### config.mk
export PLATFORM = sky130hd
export DESIGN_NAME = sweep_and_modulator_config_regs
export DESIGN_NICKNAME = d
export VERILOG_FILES = /design/src/logic/sweep_cfg_pkg.sv /design/src/logic/sweep_and_modulator_config_regs.sv
export SDC_FILE = /design/constraint.sdc
export NUM_CORES = 1
export LEC_CHECK = 0
export BUFFER_PORTS_ARGS = -buffer_cell sky130_fd_sc_hd__clkbuf_2
export CAP_MARGIN = 20
export CORE_ASPECT_RATIO = 1.75
export CORE_UTILIZATION = 45
export CTS_BUF_LIST = sky130_fd_sc_hd__clkbuf_8
export DETAILED_ROUTE_END_ITERATION = 12
export HOLD_SLACK_MARGIN = 0.08
export PLACE_DENSITY = 0.69
export SLEW_MARGIN = 25
export SYNTH_ARGS = -nofsm -noshare
export SYNTH_HDL_FRONTEND = slang
export SYNTH_SLANG_ARGS = --single-unit
### constraint.sdc
create_clock -name clk_i -period 1.7 [get_ports clk_i]
set_input_delay 0.085 -clock clk_i [delete_from_list [all_inputs] [get_ports clk_i]]
set_output_delay 0.085 -clock clk_i [all_outputs]
set_load 0.02 [all_outputs]
### src/logic/sweep_cfg_pkg.sv
// constants, register map and carrier types for the sweep and modulator config bank
package sweep_cfg_pkg;

    // register indices; byte address is four times the index
    localparam logic [5:0] IDX_DWELL_UP_UPPER = 6'h10;
    localparam logic [5:0] IDX_DWELL_UP_LOWER = 6'h11;
    localparam logic [5:0] IDX_STEP_UP_UPPER  = 6'h12;
    localparam logic [5:0] IDX_STEP_UP_LOWER  = 6'h13;
    localparam logic [5:0] IDX_COUNT_UP_UPPER = 6'h14;
    localparam logic [5:0] IDX_COUNT_UP_LOWER = 6'h15;
    localparam logic [5:0] IDX_MOD_CONFIG     = 6'h16;
    localparam logic [5:0] IDX_HOLE           = 6'h17;
    localparam logic [5:0] IDX_STEP_DN_UPPER  = 6'h19;
    localparam logic [5:0] IDX_STEP_DN_LOWER  = 6'h1a;
    localparam logic [5:0] IDX_SWEEP_CTRL     = 6'h30;
    localparam logic [5:0] IDX_STATUS         = 6'h31;

    // field widths
    localparam int UPPER_W = 30;
    localparam int LOWER_W = 18;
    localparam int PARAM_W = 48;
    localparam int MODCFG_W = 20;

    // reset values
    localparam logic [29:0] UPPER_RST  = 30'h0;
    localparam logic [17:0] LOWER_RST  = 18'h0;
    localparam logic [19:0] MODCFG_RST = 20'h0;

    // modulator config field positions
    localparam int ACC1_LSB     = 0;
    localparam int ACC2_LSB     = 2;
    localparam int ACC3_LSB     = 4;
    localparam int FRAC_GATE_LSB = 6;
    localparam int INT_GATE_LSB = 9;
    localparam int MODE_A_BIT   = 12;
    localparam int MODE_B_BIT   = 13;
    localparam int INT_PATH_BIT = 15;
    localparam int IN_BUF_BIT   = 16;
    localparam int OUT_BUF_BIT  = 17;

    // accumulator width encodings and the widths they give
    localparam logic [1:0] ACC_SEL_48 = 2'h0;
    localparam logic [1:0] ACC_SEL_32 = 2'h1;
    localparam logic [1:0] ACC_SEL_24 = 2'h2;
    localparam logic [5:0] ACC_W_48 = 6'h30;
    localparam logic [5:0] ACC_W_32 = 6'h20;
    localparam logic [5:0] ACC_W_24 = 6'h18;
    localparam logic [5:0] ACC_W_16 = 6'h10;

    // sweep control bit and status field positions
    localparam int ASYM_BIT      = 0;
    localparam int STAT_W1_LSB   = 1;
    localparam int STAT_W2_LSB   = 7;
    localparam int STAT_W3_LSB   = 13;

    typedef enum logic {SWEEP_SYMMETRIC, SWEEP_ASYMMETRIC} sweep_mode_e;

    // effective sweep parameters seen by the sweep engine
    typedef struct packed {
        logic [47:0] up_step;
        logic [47:0] down_step;
        logic [47:0] up_count;
        logic [47:0] down_count;
        logic [47:0] up_dwell;
        logic [47:0] down_dwell;
        logic        asymmetric;
    } sweep_params_s;

    // modulator configuration seen by the datapath; enables are active high
    typedef struct packed {
        logic [5:0] acc1_width;
        logic [5:0] acc2_width;
        logic [5:0] acc3_width;
        logic [2:0] frac_clk_en;
        logic [2:0] int_clk_en;
        logic       mode_a_clk_en;
        logic       mode_b_clk_en;
        logic       int_path_clk_en;
        logic       in_buf_clk_en;
        logic       out_buf_clk_en;
    } modulator_ctrl_s;

endpackage : sweep_cfg_pkg

### src/logic/sweep_and_modulator_config_regs.sv
// wishbone register bank holding sweep parameters and modulator configuration
// Functional notes
// - step size is 30-bit upper plus 18-bit lower; symmetric mode uses it both ways
// - asymmetric mode applies the up step size to the upward ramp only
// - step count is 30-bit upper plus 18-bit lower; symmetric uses it both ways
// - asymmetric mode uses the up step count for the upward ramp only
// - separate 48-bit down step size drives downward ramps in asymmetric mode only
// - bits 1:0 pick first accumulator width 48/32/24/16, reset 00
// - bits 3:2 pick second accumulator width, same encoding, reset 00
// - bits 5:4 pick third accumulator width, same encoding, reset 00
// - bits 8:6 stop fractional accumulator clocks, one each, reset 000
// - bits 11:9 stop integer accumulator clocks, one each, reset 000
// - bit 12 stops first modulator variant clock, reset running
// - bit 13 stops second modulator variant clock, reset running
// - bit 15 stops integer path clock, reset running
// - bit 16 stops input buffer clock, reset running
// - bit 17 stops output buffer clock, reset running
// - nothing decoded at address 17h
// - dwell time 30 upper plus 18 lower; both ways symmetric, up only asymmetric
//
// Local design decision: the Wishbone register port.
`timescale 1ns/1ps
`default_nettype none

module sweep_and_modulator_config_regs
    import sweep_cfg_pkg::*;
#(
    parameter int ADR_W = 8
)(
    // clock and reset
    input  wire logic                          clk_i,
    input  wire logic                          rst_i,
    // wishbone classic slave
    input  wire logic                          cyc_i,
    input  wire logic                          stb_i,
    input  wire logic                          we_i,
    input  wire logic [ADR_W-1:0]              adr_i,
    input  wire logic [3:0]                    sel_i,
    input  wire logic [31:0]                   dat_i,
    output logic      [31:0]                   dat_o,
    output logic                               ack_o,
    // configuration toward sweep engine and modulator
    output var sweep_cfg_pkg::sweep_params_s   sweep_o,
    output var sweep_cfg_pkg::modulator_ctrl_s mod_ctrl_o
);

    ////////////////////////////////////////////////////////////////////////////////
    // helpers

    // decode of a two-bit accumulator size field
    function automatic logic [5:0] acc_width(input logic [1:0] code);
        logic [5:0] w;
        unique case (code)
            ACC_SEL_48: w = ACC_W_48;
            ACC_SEL_32: w = ACC_W_32;
            ACC_SEL_24: w = ACC_W_24;
            default:    w = ACC_W_16;
        endcase
        return w;
    endfunction : acc_width

    ////////////////////////////////////////////////////////////////////////////////
    // bus decode
    //
    // word index map, byte address is four times the index:
    //   10 dwell up upper      11 dwell up lower
    //   12 step up upper       13 step up lower
    //   14 count up upper      15 count up lower
    //   16 modulator config    17 hole, nothing kept
    //   19 step down upper     1a step down lower
    //   30 sweep direction     31 width status, read only
    // every index answers, so a stray access never hangs the bus;
    // unmapped ones read zero and swallow writes.
    // timing: ack one cycle after the request is seen, for one cycle;
    // a request still standing while ack is high sees ack drop, then is answered again one cycle later.

    logic [5:0]  idx;
    logic        req;
    logic        wr_en;
    logic        ack_q;
    logic [31:0] rdata_d;
    logic [31:0] dat_q;

    assign idx   = adr_i[7:2];
    assign req   = cyc_i && stb_i;
    // write lands on the edge where the master sees ack, not before
    assign wr_en = req && we_i && ack_q;
    assign ack_o = ack_q;
    assign dat_o = dat_q;

    // one wait state, then ack for exactly one cycle
    always_ff @(posedge clk_i)
    begin
        if (rst_i)
            ack_q <= 1'b0;
        else
            ack_q <= req && !ack_q;
    end

    ////////////////////////////////////////////////////////////////////////////////
    // storage

    logic [29:0]         dwell_up_hi_q, step_up_hi_q, count_up_hi_q, step_dn_hi_q;
    logic [17:0]         dwell_up_lo_q, step_up_lo_q, count_up_lo_q, step_dn_lo_q;
    logic [19:0]         modcfg_q;
    sweep_mode_e         mode_q;

    logic [31:0]         wmask;
    logic [29:0]         hi_msk;
    logic [29:0]         hi_dat;
    logic [17:0]         lo_msk;
    logic [17:0]         lo_dat;
    logic [19:0]         cfg_msk;
    logic [19:0]         cfg_dat;
    logic                wr_dwell_hi;
    logic                wr_dwell_lo;
    logic                wr_step_hi;
    logic                wr_step_lo;
    logic                wr_count_hi;
    logic                wr_count_lo;
    logic                wr_dn_hi;
    logic                wr_dn_lo;
    logic                wr_cfg;

    // byte-lane mask; a cleared sel bit keeps that byte of the register
    always_comb
    begin
        wmask = 32'h0;
        for (int b = 0; b < 4; b++)
        begin
            wmask[b*8 +: 8] = {8{sel_i[b]}};
        end
    end

    // bits above a register's width are dropped on purpose
    assign hi_msk  = wmask[UPPER_W-1:0];
    assign hi_dat  = dat_i[UPPER_W-1:0];
    assign lo_msk  = wmask[LOWER_W-1:0];
    assign lo_dat  = dat_i[LOWER_W-1:0];
    assign cfg_msk = wmask[MODCFG_W-1:0];
    assign cfg_dat = dat_i[MODCFG_W-1:0];

    // one write strobe per register, all gated by the acked write
    assign wr_dwell_hi = wr_en && (idx == IDX_DWELL_UP_UPPER);
    assign wr_dwell_lo = wr_en && (idx == IDX_DWELL_UP_LOWER);
    assign wr_step_hi  = wr_en && (idx == IDX_STEP_UP_UPPER);
    assign wr_step_lo  = wr_en && (idx == IDX_STEP_UP_LOWER);
    assign wr_count_hi = wr_en && (idx == IDX_COUNT_UP_UPPER);
    assign wr_count_lo = wr_en && (idx == IDX_COUNT_UP_LOWER);
    assign wr_dn_hi    = wr_en && (idx == IDX_STEP_DN_UPPER);
    assign wr_dn_lo    = wr_en && (idx == IDX_STEP_DN_LOWER);
    assign wr_cfg      = wr_en && (idx == IDX_MOD_CONFIG);

    // dwell upper half; halves update separately, no atomic pairing
    always_ff @(posedge clk_i)
    begin
        if (rst_i)
        begin
            dwell_up_hi_q <= UPPER_RST;
        end
        else if (wr_dwell_hi)
        begin
            dwell_up_hi_q <= (dwell_up_hi_q & ~hi_msk) | (hi_dat & hi_msk);
        end
    end

    // dwell lower half
    always_ff @(posedge clk_i)
    begin
        if (rst_i)
        begin
            dwell_up_lo_q <= LOWER_RST;
        end
        else if (wr_dwell_lo)
        begin
            dwell_up_lo_q <= (dwell_up_lo_q & ~lo_msk) | (lo_dat & lo_msk);
        end
    end

    // up step upper half
    always_ff @(posedge clk_i)
    begin
        if (rst_i)
        begin
            step_up_hi_q <= UPPER_RST;
        end
        else if (wr_step_hi)
        begin
            step_up_hi_q <= (step_up_hi_q & ~hi_msk) | (hi_dat & hi_msk);
        end
    end

    // up step lower half
    always_ff @(posedge clk_i)
    begin
        if (rst_i)
        begin
            step_up_lo_q <= LOWER_RST;
        end
        else if (wr_step_lo)
        begin
            step_up_lo_q <= (step_up_lo_q & ~lo_msk) | (lo_dat & lo_msk);
        end
    end

    // step count upper half
    always_ff @(posedge clk_i)
    begin
        if (rst_i)
        begin
            count_up_hi_q <= UPPER_RST;
        end
        else if (wr_count_hi)
        begin
            count_up_hi_q <= (count_up_hi_q & ~hi_msk) | (hi_dat & hi_msk);
        end
    end

    // step count lower half
    always_ff @(posedge clk_i)
    begin
        if (rst_i)
        begin
            count_up_lo_q <= LOWER_RST;
        end
        else if (wr_count_lo)
        begin
            count_up_lo_q <= (count_up_lo_q & ~lo_msk) | (lo_dat & lo_msk);
        end
    end

    // down step upper half
    always_ff @(posedge clk_i)
    begin
        if (rst_i)
        begin
            step_dn_hi_q <= UPPER_RST;
        end
        else if (wr_dn_hi)
        begin
            step_dn_hi_q <= (step_dn_hi_q & ~hi_msk) | (hi_dat & hi_msk);
        end
    end

    // down step lower half
    always_ff @(posedge clk_i)
    begin
        if (rst_i)
        begin
            step_dn_lo_q <= LOWER_RST;
        end
        else if (wr_dn_lo)
        begin
            step_dn_lo_q <= (step_dn_lo_q & ~lo_msk) | (lo_dat & lo_msk);
        end
    end

    // modulator config word; reserved bits are stored but steer nothing
    always_ff @(posedge clk_i)
    begin
        if (rst_i)
        begin
            modcfg_q <= MODCFG_RST;
        end
        else if (wr_cfg)
        begin
            modcfg_q <= (modcfg_q & ~cfg_msk) | (cfg_dat & cfg_msk);
        end
    end

    // sweep direction mode
    always_ff @(posedge clk_i)
    begin
        if (rst_i)
            mode_q <= SWEEP_SYMMETRIC;
        else if (wr_en && idx == IDX_SWEEP_CTRL && sel_i[0])
            mode_q <= dat_i[ASYM_BIT] ? SWEEP_ASYMMETRIC : SWEEP_SYMMETRIC;
    end

    ////////////////////////////////////////////////////////////////////////////////
    // read path

    modulator_ctrl_s mod_d;
    sweep_params_s   sweep_d;
    logic            asym;

    assign asym = (mode_q == SWEEP_ASYMMETRIC);

    // unmapped indices, the hole at 17h among them, read zero and ack
    always_comb
    begin
        rdata_d = 32'h0;
        unique case (idx)
            IDX_DWELL_UP_UPPER: rdata_d = {2'h0, dwell_up_hi_q};
            IDX_DWELL_UP_LOWER: rdata_d = {14'h0, dwell_up_lo_q};
            IDX_STEP_UP_UPPER:  rdata_d = {2'h0, step_up_hi_q};
            IDX_STEP_UP_LOWER:  rdata_d = {14'h0, step_up_lo_q};
            IDX_COUNT_UP_UPPER: rdata_d = {2'h0, count_up_hi_q};
            IDX_COUNT_UP_LOWER: rdata_d = {14'h0, count_up_lo_q};
            IDX_MOD_CONFIG:     rdata_d = {12'h0, modcfg_q};
            IDX_HOLE:           rdata_d = 32'h0;
            IDX_STEP_DN_UPPER:  rdata_d = {2'h0, step_dn_hi_q};
            IDX_STEP_DN_LOWER:  rdata_d = {14'h0, step_dn_lo_q};
            IDX_SWEEP_CTRL:     rdata_d = {31'h0, asym};
            IDX_STATUS:         rdata_d = {13'h0, mod_ctrl_o.acc3_width,
                                           mod_ctrl_o.acc2_width,
                                           mod_ctrl_o.acc1_width, sweep_o.asymmetric};
            default:            rdata_d = 32'h0;
        endcase
    end

    // read data captured as ack rises and held while it stands
    always_ff @(posedge clk_i)
    begin
        if (rst_i)
            dat_q <= 32'h0;
        else if (req && !ack_q && !we_i)
            dat_q <= rdata_d;
    end

    ////////////////////////////////////////////////////////////////////////////////
    // effective configuration

    // down-direction count and dwell live outside this bank in asymmetric mode
    always_comb
    begin
        sweep_d.asymmetric = asym;
        sweep_d.up_step    = {step_up_hi_q, step_up_lo_q};
        sweep_d.up_count   = {count_up_hi_q, count_up_lo_q};
        sweep_d.up_dwell   = {dwell_up_hi_q, dwell_up_lo_q};
        // symmetric reuses the up step; asymmetric takes the down register
        sweep_d.down_step  = asym ? {step_dn_hi_q, step_dn_lo_q}
                                  : {step_up_hi_q, step_up_lo_q};
        sweep_d.down_count = asym ? 48'h0 : {count_up_hi_q, count_up_lo_q};
        sweep_d.down_dwell = asym ? 48'h0 : {dwell_up_hi_q, dwell_up_lo_q};
    end

    // a set bit stops the clock, so enables are the inverse
    always_comb
    begin
        mod_d.acc1_width      = acc_width(modcfg_q[ACC1_LSB +: 2]);
        mod_d.acc2_width      = acc_width(modcfg_q[ACC2_LSB +: 2]);
        mod_d.acc3_width      = acc_width(modcfg_q[ACC3_LSB +: 2]);
        mod_d.frac_clk_en     = ~modcfg_q[FRAC_GATE_LSB +: 3];
        mod_d.int_clk_en      = ~modcfg_q[INT_GATE_LSB +: 3];
        mod_d.mode_a_clk_en   = ~modcfg_q[MODE_A_BIT];
        mod_d.mode_b_clk_en   = ~modcfg_q[MODE_B_BIT];
        mod_d.int_path_clk_en = ~modcfg_q[INT_PATH_BIT];
        mod_d.in_buf_clk_en   = ~modcfg_q[IN_BUF_BIT];
        mod_d.out_buf_clk_en  = ~modcfg_q[OUT_BUF_BIT];
    end

    // outputs registered so the datapath sees glitch-free controls
    always_ff @(posedge clk_i)
    begin
        if (rst_i)
        begin
            sweep_o    <= '0;
            mod_ctrl_o <= {ACC_W_48, ACC_W_48, ACC_W_48, 3'h7, 3'h7, 5'h1f};
        end
        else
        begin
            sweep_o    <= sweep_d;
            mod_ctrl_o <= mod_d;
        end
    end

endmodule : sweep_and_modulator_config_regs

`default_nettype wire

==> key figures, run 1 <==
Synthesis
  • Cells after Synth: 2042
  • Syn. warnings: 0
  • Mapped cell area: 19100 um^2
  • Mux contribution to synthesized area: 3.55%
  • Synth Flop Type: dfxtp_1
  • Number of synthesized flops with an enable pin: 0
  • Leading area contributor after synthesis: dfxtp_1
  • Post-Syn Area per Cell: 9.34 um^2
  • Distinct cells, synth: 52
  • Adder-Cell Fraction of Synth Area: 0%
  • Sequential fraction of the synthesis area: 58.0%
  • Synth top area cells: dfxtp_1 (58%), nand2_1 (6.7%), a21oi_1 (6.2%), nor2b_1 (4.8%), nand3_1 (4.6%)
  • Yosys reg bits: 553
  • Ys async rst share: 0%
  • Compound-Gate Fraction of Synth Area: 12.0%
  • Xor/xnor share of the synthesized area: 0%
  • Synth top area share: 58.0%
  • Largest family of logic cells by synthesized area: simple AND/OR/NAND/NOR gates
  • Post-Synth Simple-Gate Area: 22.4%

Setup path
  • Crit-path max cell delay: 0.36 ns
  • Worst path top cell family by delay: simple AND/OR/NAND/NOR gates
  • Crit-path cells: nor4bb_4, buf_6, nand4_1, buf_12, buf_12, a21oi_1, o21a_1
  • Crit path max-delay cell type: dfxtp_4
  • Setup Crit Path Kind: reg -> reg
  • Crit path buf inv count: 3
  • CP Data Arrival Time: 2.36 ns
  • Endpoint class of the critical path: register
  • Critical Path Start Type: register
  • Crit path top cell by count: buf_12
  • Required @ worst endpoint: 2.30 ns
  • Crit-path max FO: 7

Cells and area
  • Share of cells above drive strength 1: 26.7%
  • Layout Utilization: 59.0%
  • Layout Cells excl Fill: 3144
  • Area Overhead vs Synth: 29.1%
  • Final nets: 2580

Clock tree
  • Total clock sinks: 553
  • TritonCTS buffer count: 77
  • H-Tree Depth: 3
  • CTS root buf: clkbuf_8
  • CTS tree: built
  • Clk pin slew, worst setup/hold paths: 0.08 ns
  • Skew-Pair Late Insertion Delay: 0.66 ns
  • Bufs on Longest Clock Path: 3

Place
  • Hpwl dp: 45900 um
  • Placement Setup Slack: -0.228 ns
  • Routability cong.: 0.948
  • Placed Cells: 2964
  • Buffers on Ports: 384

Timing
  • Final Hold Vio Count: 0
  • Final Max Slew Viols: 0
  • Post-layout min period: 1.76 ns
  • Final period util: 103%
  • Clock skew: 0.0416 ns
  • Highest clock rate: 569 MHz
  • RSZ-0062 raised after global routing: yes
  • Final setup fails: 13
  • Relative slew slack: 53.6%
  • Final worst slack: -0.0576 ns
  • Worst-margin pin slew: 0.694 ns

Floorplanning
  • Num rows: 99
  • Ports: 400
  • Die Ht: 274 um
  • Die Wd: 158 um
  • Initial Util: 45.7%
  • Die area: 43300 um^2
  • Core area: 41700 um^2

Detailed routing
  • Vias per inst: 5.37
  • DRC violations left: 0
  • DR iter-0 viols: 1398
  • WL/cell: 20.3 um
  • DR vias: 16.9k
  • Routed Wire Length: 63900 um
  • DRT Pass-1 Iters: 7
  • Number of routed nets with antenna violations: 0

Pwr
  • Sequential share of power: 51.8%
  • Sw frac: 22.8%
  • Combinational Power Share: 3.6%
  • Clock power share: 44.6%
  • IR Drop Worst-Case VDD: 0.000704 V
  • Pwr per Cell Area: 1020 nW/um^2
  • P_leak: 9.91 nW
  • Pint: 0.0193 W
  • Psw: 0.00570 W

GRT
  • Antenna violations before repair: 1
  • Vias in the first global route: 16.4k
  • Largest net degree at the start of global routing: 101
  • Total gr overflow: 0
  • Tot GR Track Use: 29.3%
  • First-pass GRT wire length: 94500 um

Job
  • Max-cap check violation count: 0

Worst hold path
  • Hold Crit Class: in -> reg

Run status
  • Status: finished, violations left
  • Failing checks: setup timing
==> worst reg2reg max path, delay by kind of cell, from the launching register on <==
family                 cells  cell delay [ns]
buffers and inverters      3             0.54
AND/OR/NAND/NOR            2             0.54
AO/OA/AOI/OAI              2             0.27
flip-flops                 1             0.36
==> through the flow <==
step                      hold WS (ns)  instance area [um^2]  setup TNS [ns]  total power, W
after floorplan                  0.203                 19100           -1.77          0.0137
after global placement           0.330                 22500          -19.18          0.0140
after detailed placement         0.340                 22500          -22.92          0.0140
after CTS                       0.0882                 24600          -0.137          0.0252
after global routing             0.157                 24600          -0.824          0.0259
final                            0.124                 24600          -0.351          0.0250
==> final timing paths <==
path | start | end | slack (ns) | cells after the start
setup reg to reg | ack_o | dat_o[14] | -0.06 | 7
hold / removal | adr_i[5] | dat_o[4] | 0.12 | 6
setup / recovery | ack_o | dat_o[14] | -0.06 | 7
hold reg to reg | register | mod_ctrl_o[5] | 0.40 | 1
==> metal layers <==
metal	up-vias	routed length, um	GRT usage (%)
met5	-	0	0
li1	7836	-	-
met4	0	4560	21.8
met2	865	31500	49.1
met1	7922	23400	32.7
met3	251	4420	5.37
==> cells in the final DEF, fill, tap and decap left out, types with 53 or more instances in the layout <==
master	n
dfxtp_1	551
clkbuf_2	383
nand2_1	338
a21oi_1	233
nand3_1	176
nor2b_1	147
buf_4	115
and2_1	101
clkbuf_8	93
a22oi_1	67
nor2_1	64
mux2i_1	53
==> power by group through the flow <==
stage          combinational, W  sequential, W  clock, W
3_3_place_gp           0.000781         0.0133         0
2_1_floorplan          0.000395         0.0133         0
6_report               0.000895         0.0130    0.0112
4_1_cts                0.000879         0.0130    0.0114
3_5_place_dp           0.000785         0.0133         0
5_1_grt                0.000926         0.0130    0.0120
==> layout make-up <==
class	instances	area (um^2)
clock buffers	93	1280
well taps	555	694
flip-flops and latches	553	11100
inverters	3	11.3
clock inverters	43	407
multi-input cells	1325	7330
diodes	1	2.50
repair buffers	571	3830
fillers	3642	17100
==> Yosys cell counts, types with 3 or more instances <==
| master | n |
|---|---|
| clkbuf_1 | 102 |
| inv_1 | 3 |
| a21oi_1 | 235 |
| buf_4 | 18 |
| o21a_1 | 8 |
| nor2b_1 | 147 |
| nor3_1 | 3 |
| dfxtp_1 | 553 |
| and3_1 | 4 |
| nand2_1 | 338 |
| nand4bb_1 | 4 |
| a22oi_1 | 67 |
| nand3_1 | 176 |
| nand2b_1 | 3 |
| a221oi_1 | 6 |
| o21ai_0 | 18 |
| mux2i_1 | 53 |
| a221oi_2 | 4 |
| nor2_2 | 3 |
| a31oi_1 | 11 |
| buf_2 | 29 |
| a222oi_1 | 3 |
| buf_1 | 19 |
| a22o_1 | 12 |
| nor2_1 | 69 |
| mux2_2 | 11 |
| and2_1 | 107 |
==> what timing repair did <==
action                                  4_1_cts  5_1_grt
resized for setup                             5        7
pin swaps                                     4        0
hold endpoints to repair                    326        0
hold buffers                                 40        0
endpoints found under the setup margin        9       19
setup buffers                                 3        0
==> kinds of logic (layout without fill, tap and decap cells) <==
logic type             Yosys count  count (layout)
DFF                            553             553
other                            1              12
and+or+nand+nor                869             869
AOI/OAI and AO/OA              380             380
muxes                           65              65
buffers and inverters          174             710
No activity file was read; power rests on OpenSTA's default activity.
==> inputs of run 2 (changes only) <==
- SETUP_SLACK_MARGIN: unset -> 0.02
==> run 2 against run 1 <==
The flow still finishes with violations (setup timing); cell area hardly changed; first-iteration DRC count is 2.5% higher; setup slack better by 0.032 ns; critical path depth is 1 lower; power is 0.34% lower; register-to-register slack better by 0.03 ns; core utilization hardly changed; worst hold slack better by 0.025 ns; flip-flop and latch count stayed put; sequential power hardly changed; global-route usage is 0.45 points lower.
==> key figures, run 2 (same netlist as run 1, synthesis figures left out) <==
Run status
  • Status: finished, violations left
  • Failing checks: setup timing

GRT
  • Vias in the first global route: 16.3k
  • Largest net degree at the start of global routing: 107
  • Total gr overflow: 0
  • Tot GR Track Use: 28.8%
  • Antenna violations before repair: 1
  • First-pass GRT wire length: 93500 um

Clock tree
  • Total clock sinks: 553
  • H-Tree Depth: 3
  • CTS root buf: clkbuf_8
  • Bufs on Longest Clock Path: 3
  • TritonCTS buffer count: 78
  • Skew-Pair Late Insertion Delay: 0.66 ns
  • CTS tree: built
  • Clk pin slew, worst setup/hold paths: 0.07 ns

Floorplanning
  • Die Ht: 274 um
  • Die Wd: 158 um
  • Num rows: 99
  • Ports: 400
  • Initial Util: 45.7%
  • Core area: 41700 um^2
  • Die area: 43300 um^2

Timing
  • Final Hold Vio Count: 0
  • Final period util: 102%
  • Highest clock rate: 579 MHz
  • Worst-margin pin slew: 0.672 ns
  • Clock skew: 0.0334 ns
  • Final worst slack: -0.0257 ns
  • Final setup fails: 1
  • Post-layout min period: 1.73 ns
  • Relative slew slack: 55.1%
  • RSZ-0062 raised after global routing: yes
  • Final Max Slew Viols: 0

Detailed routing
  • Routed Wire Length: 63100 um
  • DR iter-0 viols: 1433
  • Number of routed nets with antenna violations: 0
  • DRT Pass-1 Iters: 6
  • WL/cell: 20.0 um
  • DR vias: 16.8k
  • DRC violations left: 0
  • Vias per inst: 5.33

Cells and area
  • Commonest non-fill, non-tap cell in the layout: dfxtp_1
  • Area Overhead vs Synth: 29.1%
  • Filler cells: 3646
  • Layout Utilization: 59.0%
  • Share of cells above drive strength 1: 27.7%
  • Most frequent cells in the layout: dfxtp_1 (549), clkbuf_2 (383), nand2_1 (330), a21oi_1 (235), nand3_1 (176)
  • Final nets: 2582

Setup path
  • CP Data Arrival Time: 2.25 ns
  • Reg-to-reg critical path endpoint: dat_o[0]
  • Crit-path max FO: 2
  • Required @ worst endpoint: 2.22 ns
  • Endpoint class of the critical path: register
  • Reg2reg setup slack: -0.03 ns
  • Critical Path Start Type: register
  • Setup Crit Path Kind: reg -> reg
  • Reg2reg path depth: 6

Pwr
  • P_leak: 9.90 nW
  • Tot Pwr: 0.0249 W
  • Pwr per Cell Area: 1010 nW/um^2
  • IR Drop Worst-Case VDD: 0.000729 V

Worst hold path
  • Hold Crit Depth: 6
  • Hold Crit Class: in -> reg
  • Worst Hold Path EP: dat_o[17]
  • Hold Startpoint: we_i

Place
  • Routability cong.: 0.961
  • Hpwl dp: 45500 um
  • Buffers on Ports: 384
  • Placement Setup Slack: -0.415 ns

Job
  • Max-cap check violation count: 0
[run 2: what timing repair did]
action	4_1_cts	5_1_grt
setup buffers	0	4
endpoints found under the setup margin	79	75
endpoints found under the hold margin	327	1
gates resized for setup	4	25
hold buffers	37	1
pin swaps	1	2
[run 2: per-stage QoR]
stage,setup TNS [ns],std cells,area [um^2],hold slack (ns)
2_1_floorplan,-1.77,2052,19100,0.203
3_3_place_gp,-19.42,2966,22400,0.335
3_5_place_dp,-23.39,2966,22400,0.344
4_1_cts,0,3140,24500,0.0481
5_1_grt,-0.0586,3146,24600,0.148
6_report,-0.0257,3146,24600,0.149
[run 2: cell type report]
cell class                      count  area, um^2  share of cell area, %
Clock buffer                      101        1390                   5.64
Timing Repair Buffer              572        3760                   15.3
Multi-Input combinational cell   1325        7380                   30.0
Sequential cell                   553       11100                   45.0
Inverter                            3        11.3                 0.0457
Clock inverter                     36         307                   1.24
Tap cell                          555         694                   2.82
Antenna cell                        1        2.50                 0.0102
[run 2: worst max-delay path by stage]
stage,end,slack [ns],startpoint
2_1_floorplan,register,-0.04,ack_o
3_3_place_gp,dat_o[0],-0.44,adr_i[2]
3_5_place_dp,dat_o[0],-0.42,adr_i[2]
4_1_cts,dat_o[0],0.02,register
5_1_grt,dat_o[0],-0.05,register
6_report,dat_o[0],-0.03,register
[run 2: critical path, cell delays in order (launching register included)]
cell	delay, ns
dfxtp_2	0.33
mux4_2	0.48
nor2_4	0.15
a2111oi_4	0.05
a2111oi_2	0.36
buf_4	0.17
o31ai_2	0.05
[run 2: metal layers]
layer | routed length [um] | track usage (%) | up-vias
met5 | 0 | 0 | -
met4 | 3780 | 18.2 | 0
met3 | 4280 | 5.99 | 196
met2 | 31400 | 49.3 | 769
met1 | 23600 | 32.3 | 7974
li1 | - | - | 7826
[run 2: power breakdown]
| part | internal, W | switching [W] | total (W) |
|---|---|---|---|
| clock network | 0.00600 | 0.00509 | 0.0111 |
| logic | 0.000274 | 0.000597 | 0.000871 |
| registers | 0.0130 | 0.00000893 | 0.0130 |
| total | 0.0192 | 0.00570 | 0.0249 |
==> inputs of run 3 (changes only) <==
- GPL_TIMING_DRIVEN: unset -> 0
- SLEW_MARGIN: 25 -> unset
==> run 3 against run 2 <==
The flow still finishes with violations (setup timing); global-route usage up 5.2 points; cell area is 2.3% lower; sequential share of layout area grew 1.1 points; combinational power is 8.7% higher; largest power group unchanged; setup slack worse by 0.0011 ns; clock-buffer cell count fell by 1; clock power shrank 5%.
==> key figures, run 3 (same netlist as run 1, synthesis figures left out) <==
Detailed routing
  • DRT Pass-1 Iters: 8
  • DR iter-0 viols: 1385
  • Vias per inst: 5.50
  • Routed Wire Length: 74200 um
  • DRC violations left: 0
  • WL/cell: 23.5 um
  • Number of routed nets with antenna violations: 0
  • DR vias: 17.3k

GRT
  • Largest net degree at the start of global routing: 11
  • Tot GR Track Use: 34.0%
  • Total gr overflow: 0
  • Antenna violations before repair: 4
  • First-pass GRT wire length: 106000 um
  • Vias in the first global route: 17.0k

Timing
  • Final setup fails: 7
  • Worst-margin pin slew: 1.10 ns
  • Relative slew slack: 27.0%
  • Final worst slack: -0.0268 ns
  • Final Max Slew Viols: 0
  • Clock skew: 0.0349 ns
  • Final Hold Vio Count: 0
  • Post-layout min period: 1.73 ns
  • Highest clock rate: 579 MHz
  • Final period util: 102%
  • RSZ-0062 raised after global routing: yes

Setup path
  • Critical Path Start Type: primary input
  • Setup Crit Path Kind: in -> reg
  • Reg2reg setup slack: 0.01 ns
  • Required @ worst endpoint: 2.16 ns
  • CP Data Arrival Time: 2.18 ns
  • Reg2reg path depth: 6
  • Reg-to-reg startpoint: ack_o
  • Reg-to-reg critical path endpoint: dat_o[12]
  • Endpoint class of the critical path: register
  • Crit-path max FO: 10

Place
  • Placed Cells: 2971
  • Buffers on Ports: 363
  • Hpwl dp: 55800 um
  • Routability cong.: 0.987
  • Area after DPL: 21700 um^2

Run status
  • Status: finished, violations left
  • Failing checks: setup timing

Pwr
  • P_leak: 9.55 nW
  • IR Drop Worst-Case VDD: 0.000725 V
  • Pwr per Cell Area: 1010 nW/um^2

Clock tree
  • CTS tree: built
  • H-Tree Depth: 3
  • Total clock sinks: 553
  • Bufs on Longest Clock Path: 3
  • Clk pin slew, worst setup/hold paths: 0.07 ns
  • TritonCTS buffer count: 78
  • Skew-Pair Late Insertion Delay: 0.66 ns
  • CTS root buf: clkbuf_8

Floorplanning
  • Num rows: 99
  • Ports: 400
  • Initial Util: 45.7%
  • Die Wd: 158 um
  • Die area: 43300 um^2
  • Die Ht: 274 um
  • Core area: 41700 um^2

Worst hold path
  • Hold Crit Depth: 6
  • Hold Startpoint: sel_i[2]
  • Hold Crit Class: in -> reg

Cells and area
  • Area Overhead vs Synth: 26.2%
  • Share of cells above drive strength 1: 25.5%
  • Finished Cell Area: 24100 um^2
  • Layout Cells excl Fill: 3152
  • Final nets: 2584
  • Commonest non-fill, non-tap cell in the layout: dfxtp_1
  • Most frequent cells in the layout: dfxtp_1 (548), clkbuf_2 (382), nand2_1 (320), a21oi_1 (224), nand3_1 (176)

Job
  • Max-cap check violation count: 0
-- run 3: worst max-delay path, stage by stage --
cell and delay, ns:
clkbuf_1 0.42, clkbuf_1 0.77, buf_1 0.64, nor2_1 0.26
-- run 3: worst max path at each step --
stage,startpoint,cells after the start,to,slack (ns)
CTS,ack_o,6,dat_o[12],0.009
finish,rst_i,4,sweep_o[210],-0.03
floorplan,ack_o,6,register,-0.04
global route,rst_i,5,register,-0.07
detailed placement,ack_o,4,dat_o[18],-1.24
global placement,ack_o,4,dat_o[18],-1.22
-- run 3: metrics by stage --
stage	TNS [ns]	hold slack [ns]	setup WS, ns	utilization [%]	total power, W
after floorplan	-1.77	0.203	-0.0442	-	0.0137
after global placement	-220.90	0.329	-1.22	51.9	0.0141
after global routing	-0.576	0.137	-0.0651	57.7	0.0251
after detailed placement	-231.69	0.335	-1.24	51.9	0.0141
final	-0.0480	0.136	-0.0268	57.7	0.0244
after CTS	0	0.0840	0.00895	57.2	0.0245
-- run 3: what timing repair did --
item                                    CTS  global route
endpoints found under the setup margin  342           236
hold endpoints to repair                189             0
setup buffers                             5             1
gates resized for setup                  92            77
pin swaps                                 6             5
hold buffers                             36             0
-- run 3: where the power goes --
group	switching, W	internal, W	leakage (nW)	total (W)
Combinational	0.000728	0.000219	4.21	0.000947
Sequential	0.00000869	0.0130	4.46	0.0130
Clock	0.00504	0.00545	0.890	0.0105
-- run 3: final cells by class --
type	instances	area (um^2)
fill	3777	17700
clock buffer	100	1380
sequential	553	11100
inverter	3	11.3
tap	555	694
buffer	168	931
clock inverter	39	213
timing repair buffer	406	2240
multi-input combinational	1325	7510
antenna	3	7.51
-- run 3: layer usage --
metal / wire, um / share of wire, % / GRT usage (%) / up-vias
met5: 13 / 0.018 / 0 / -
met4: 6720 / 9.1 / 27.8 / 2
met3: 5860 / 7.9 / 6.91 / 327
met2: 35900 / 48 / 58.0 / 977
met1: 25700 / 35 / 35.9 / 8172
li1: - / - / - / 7856
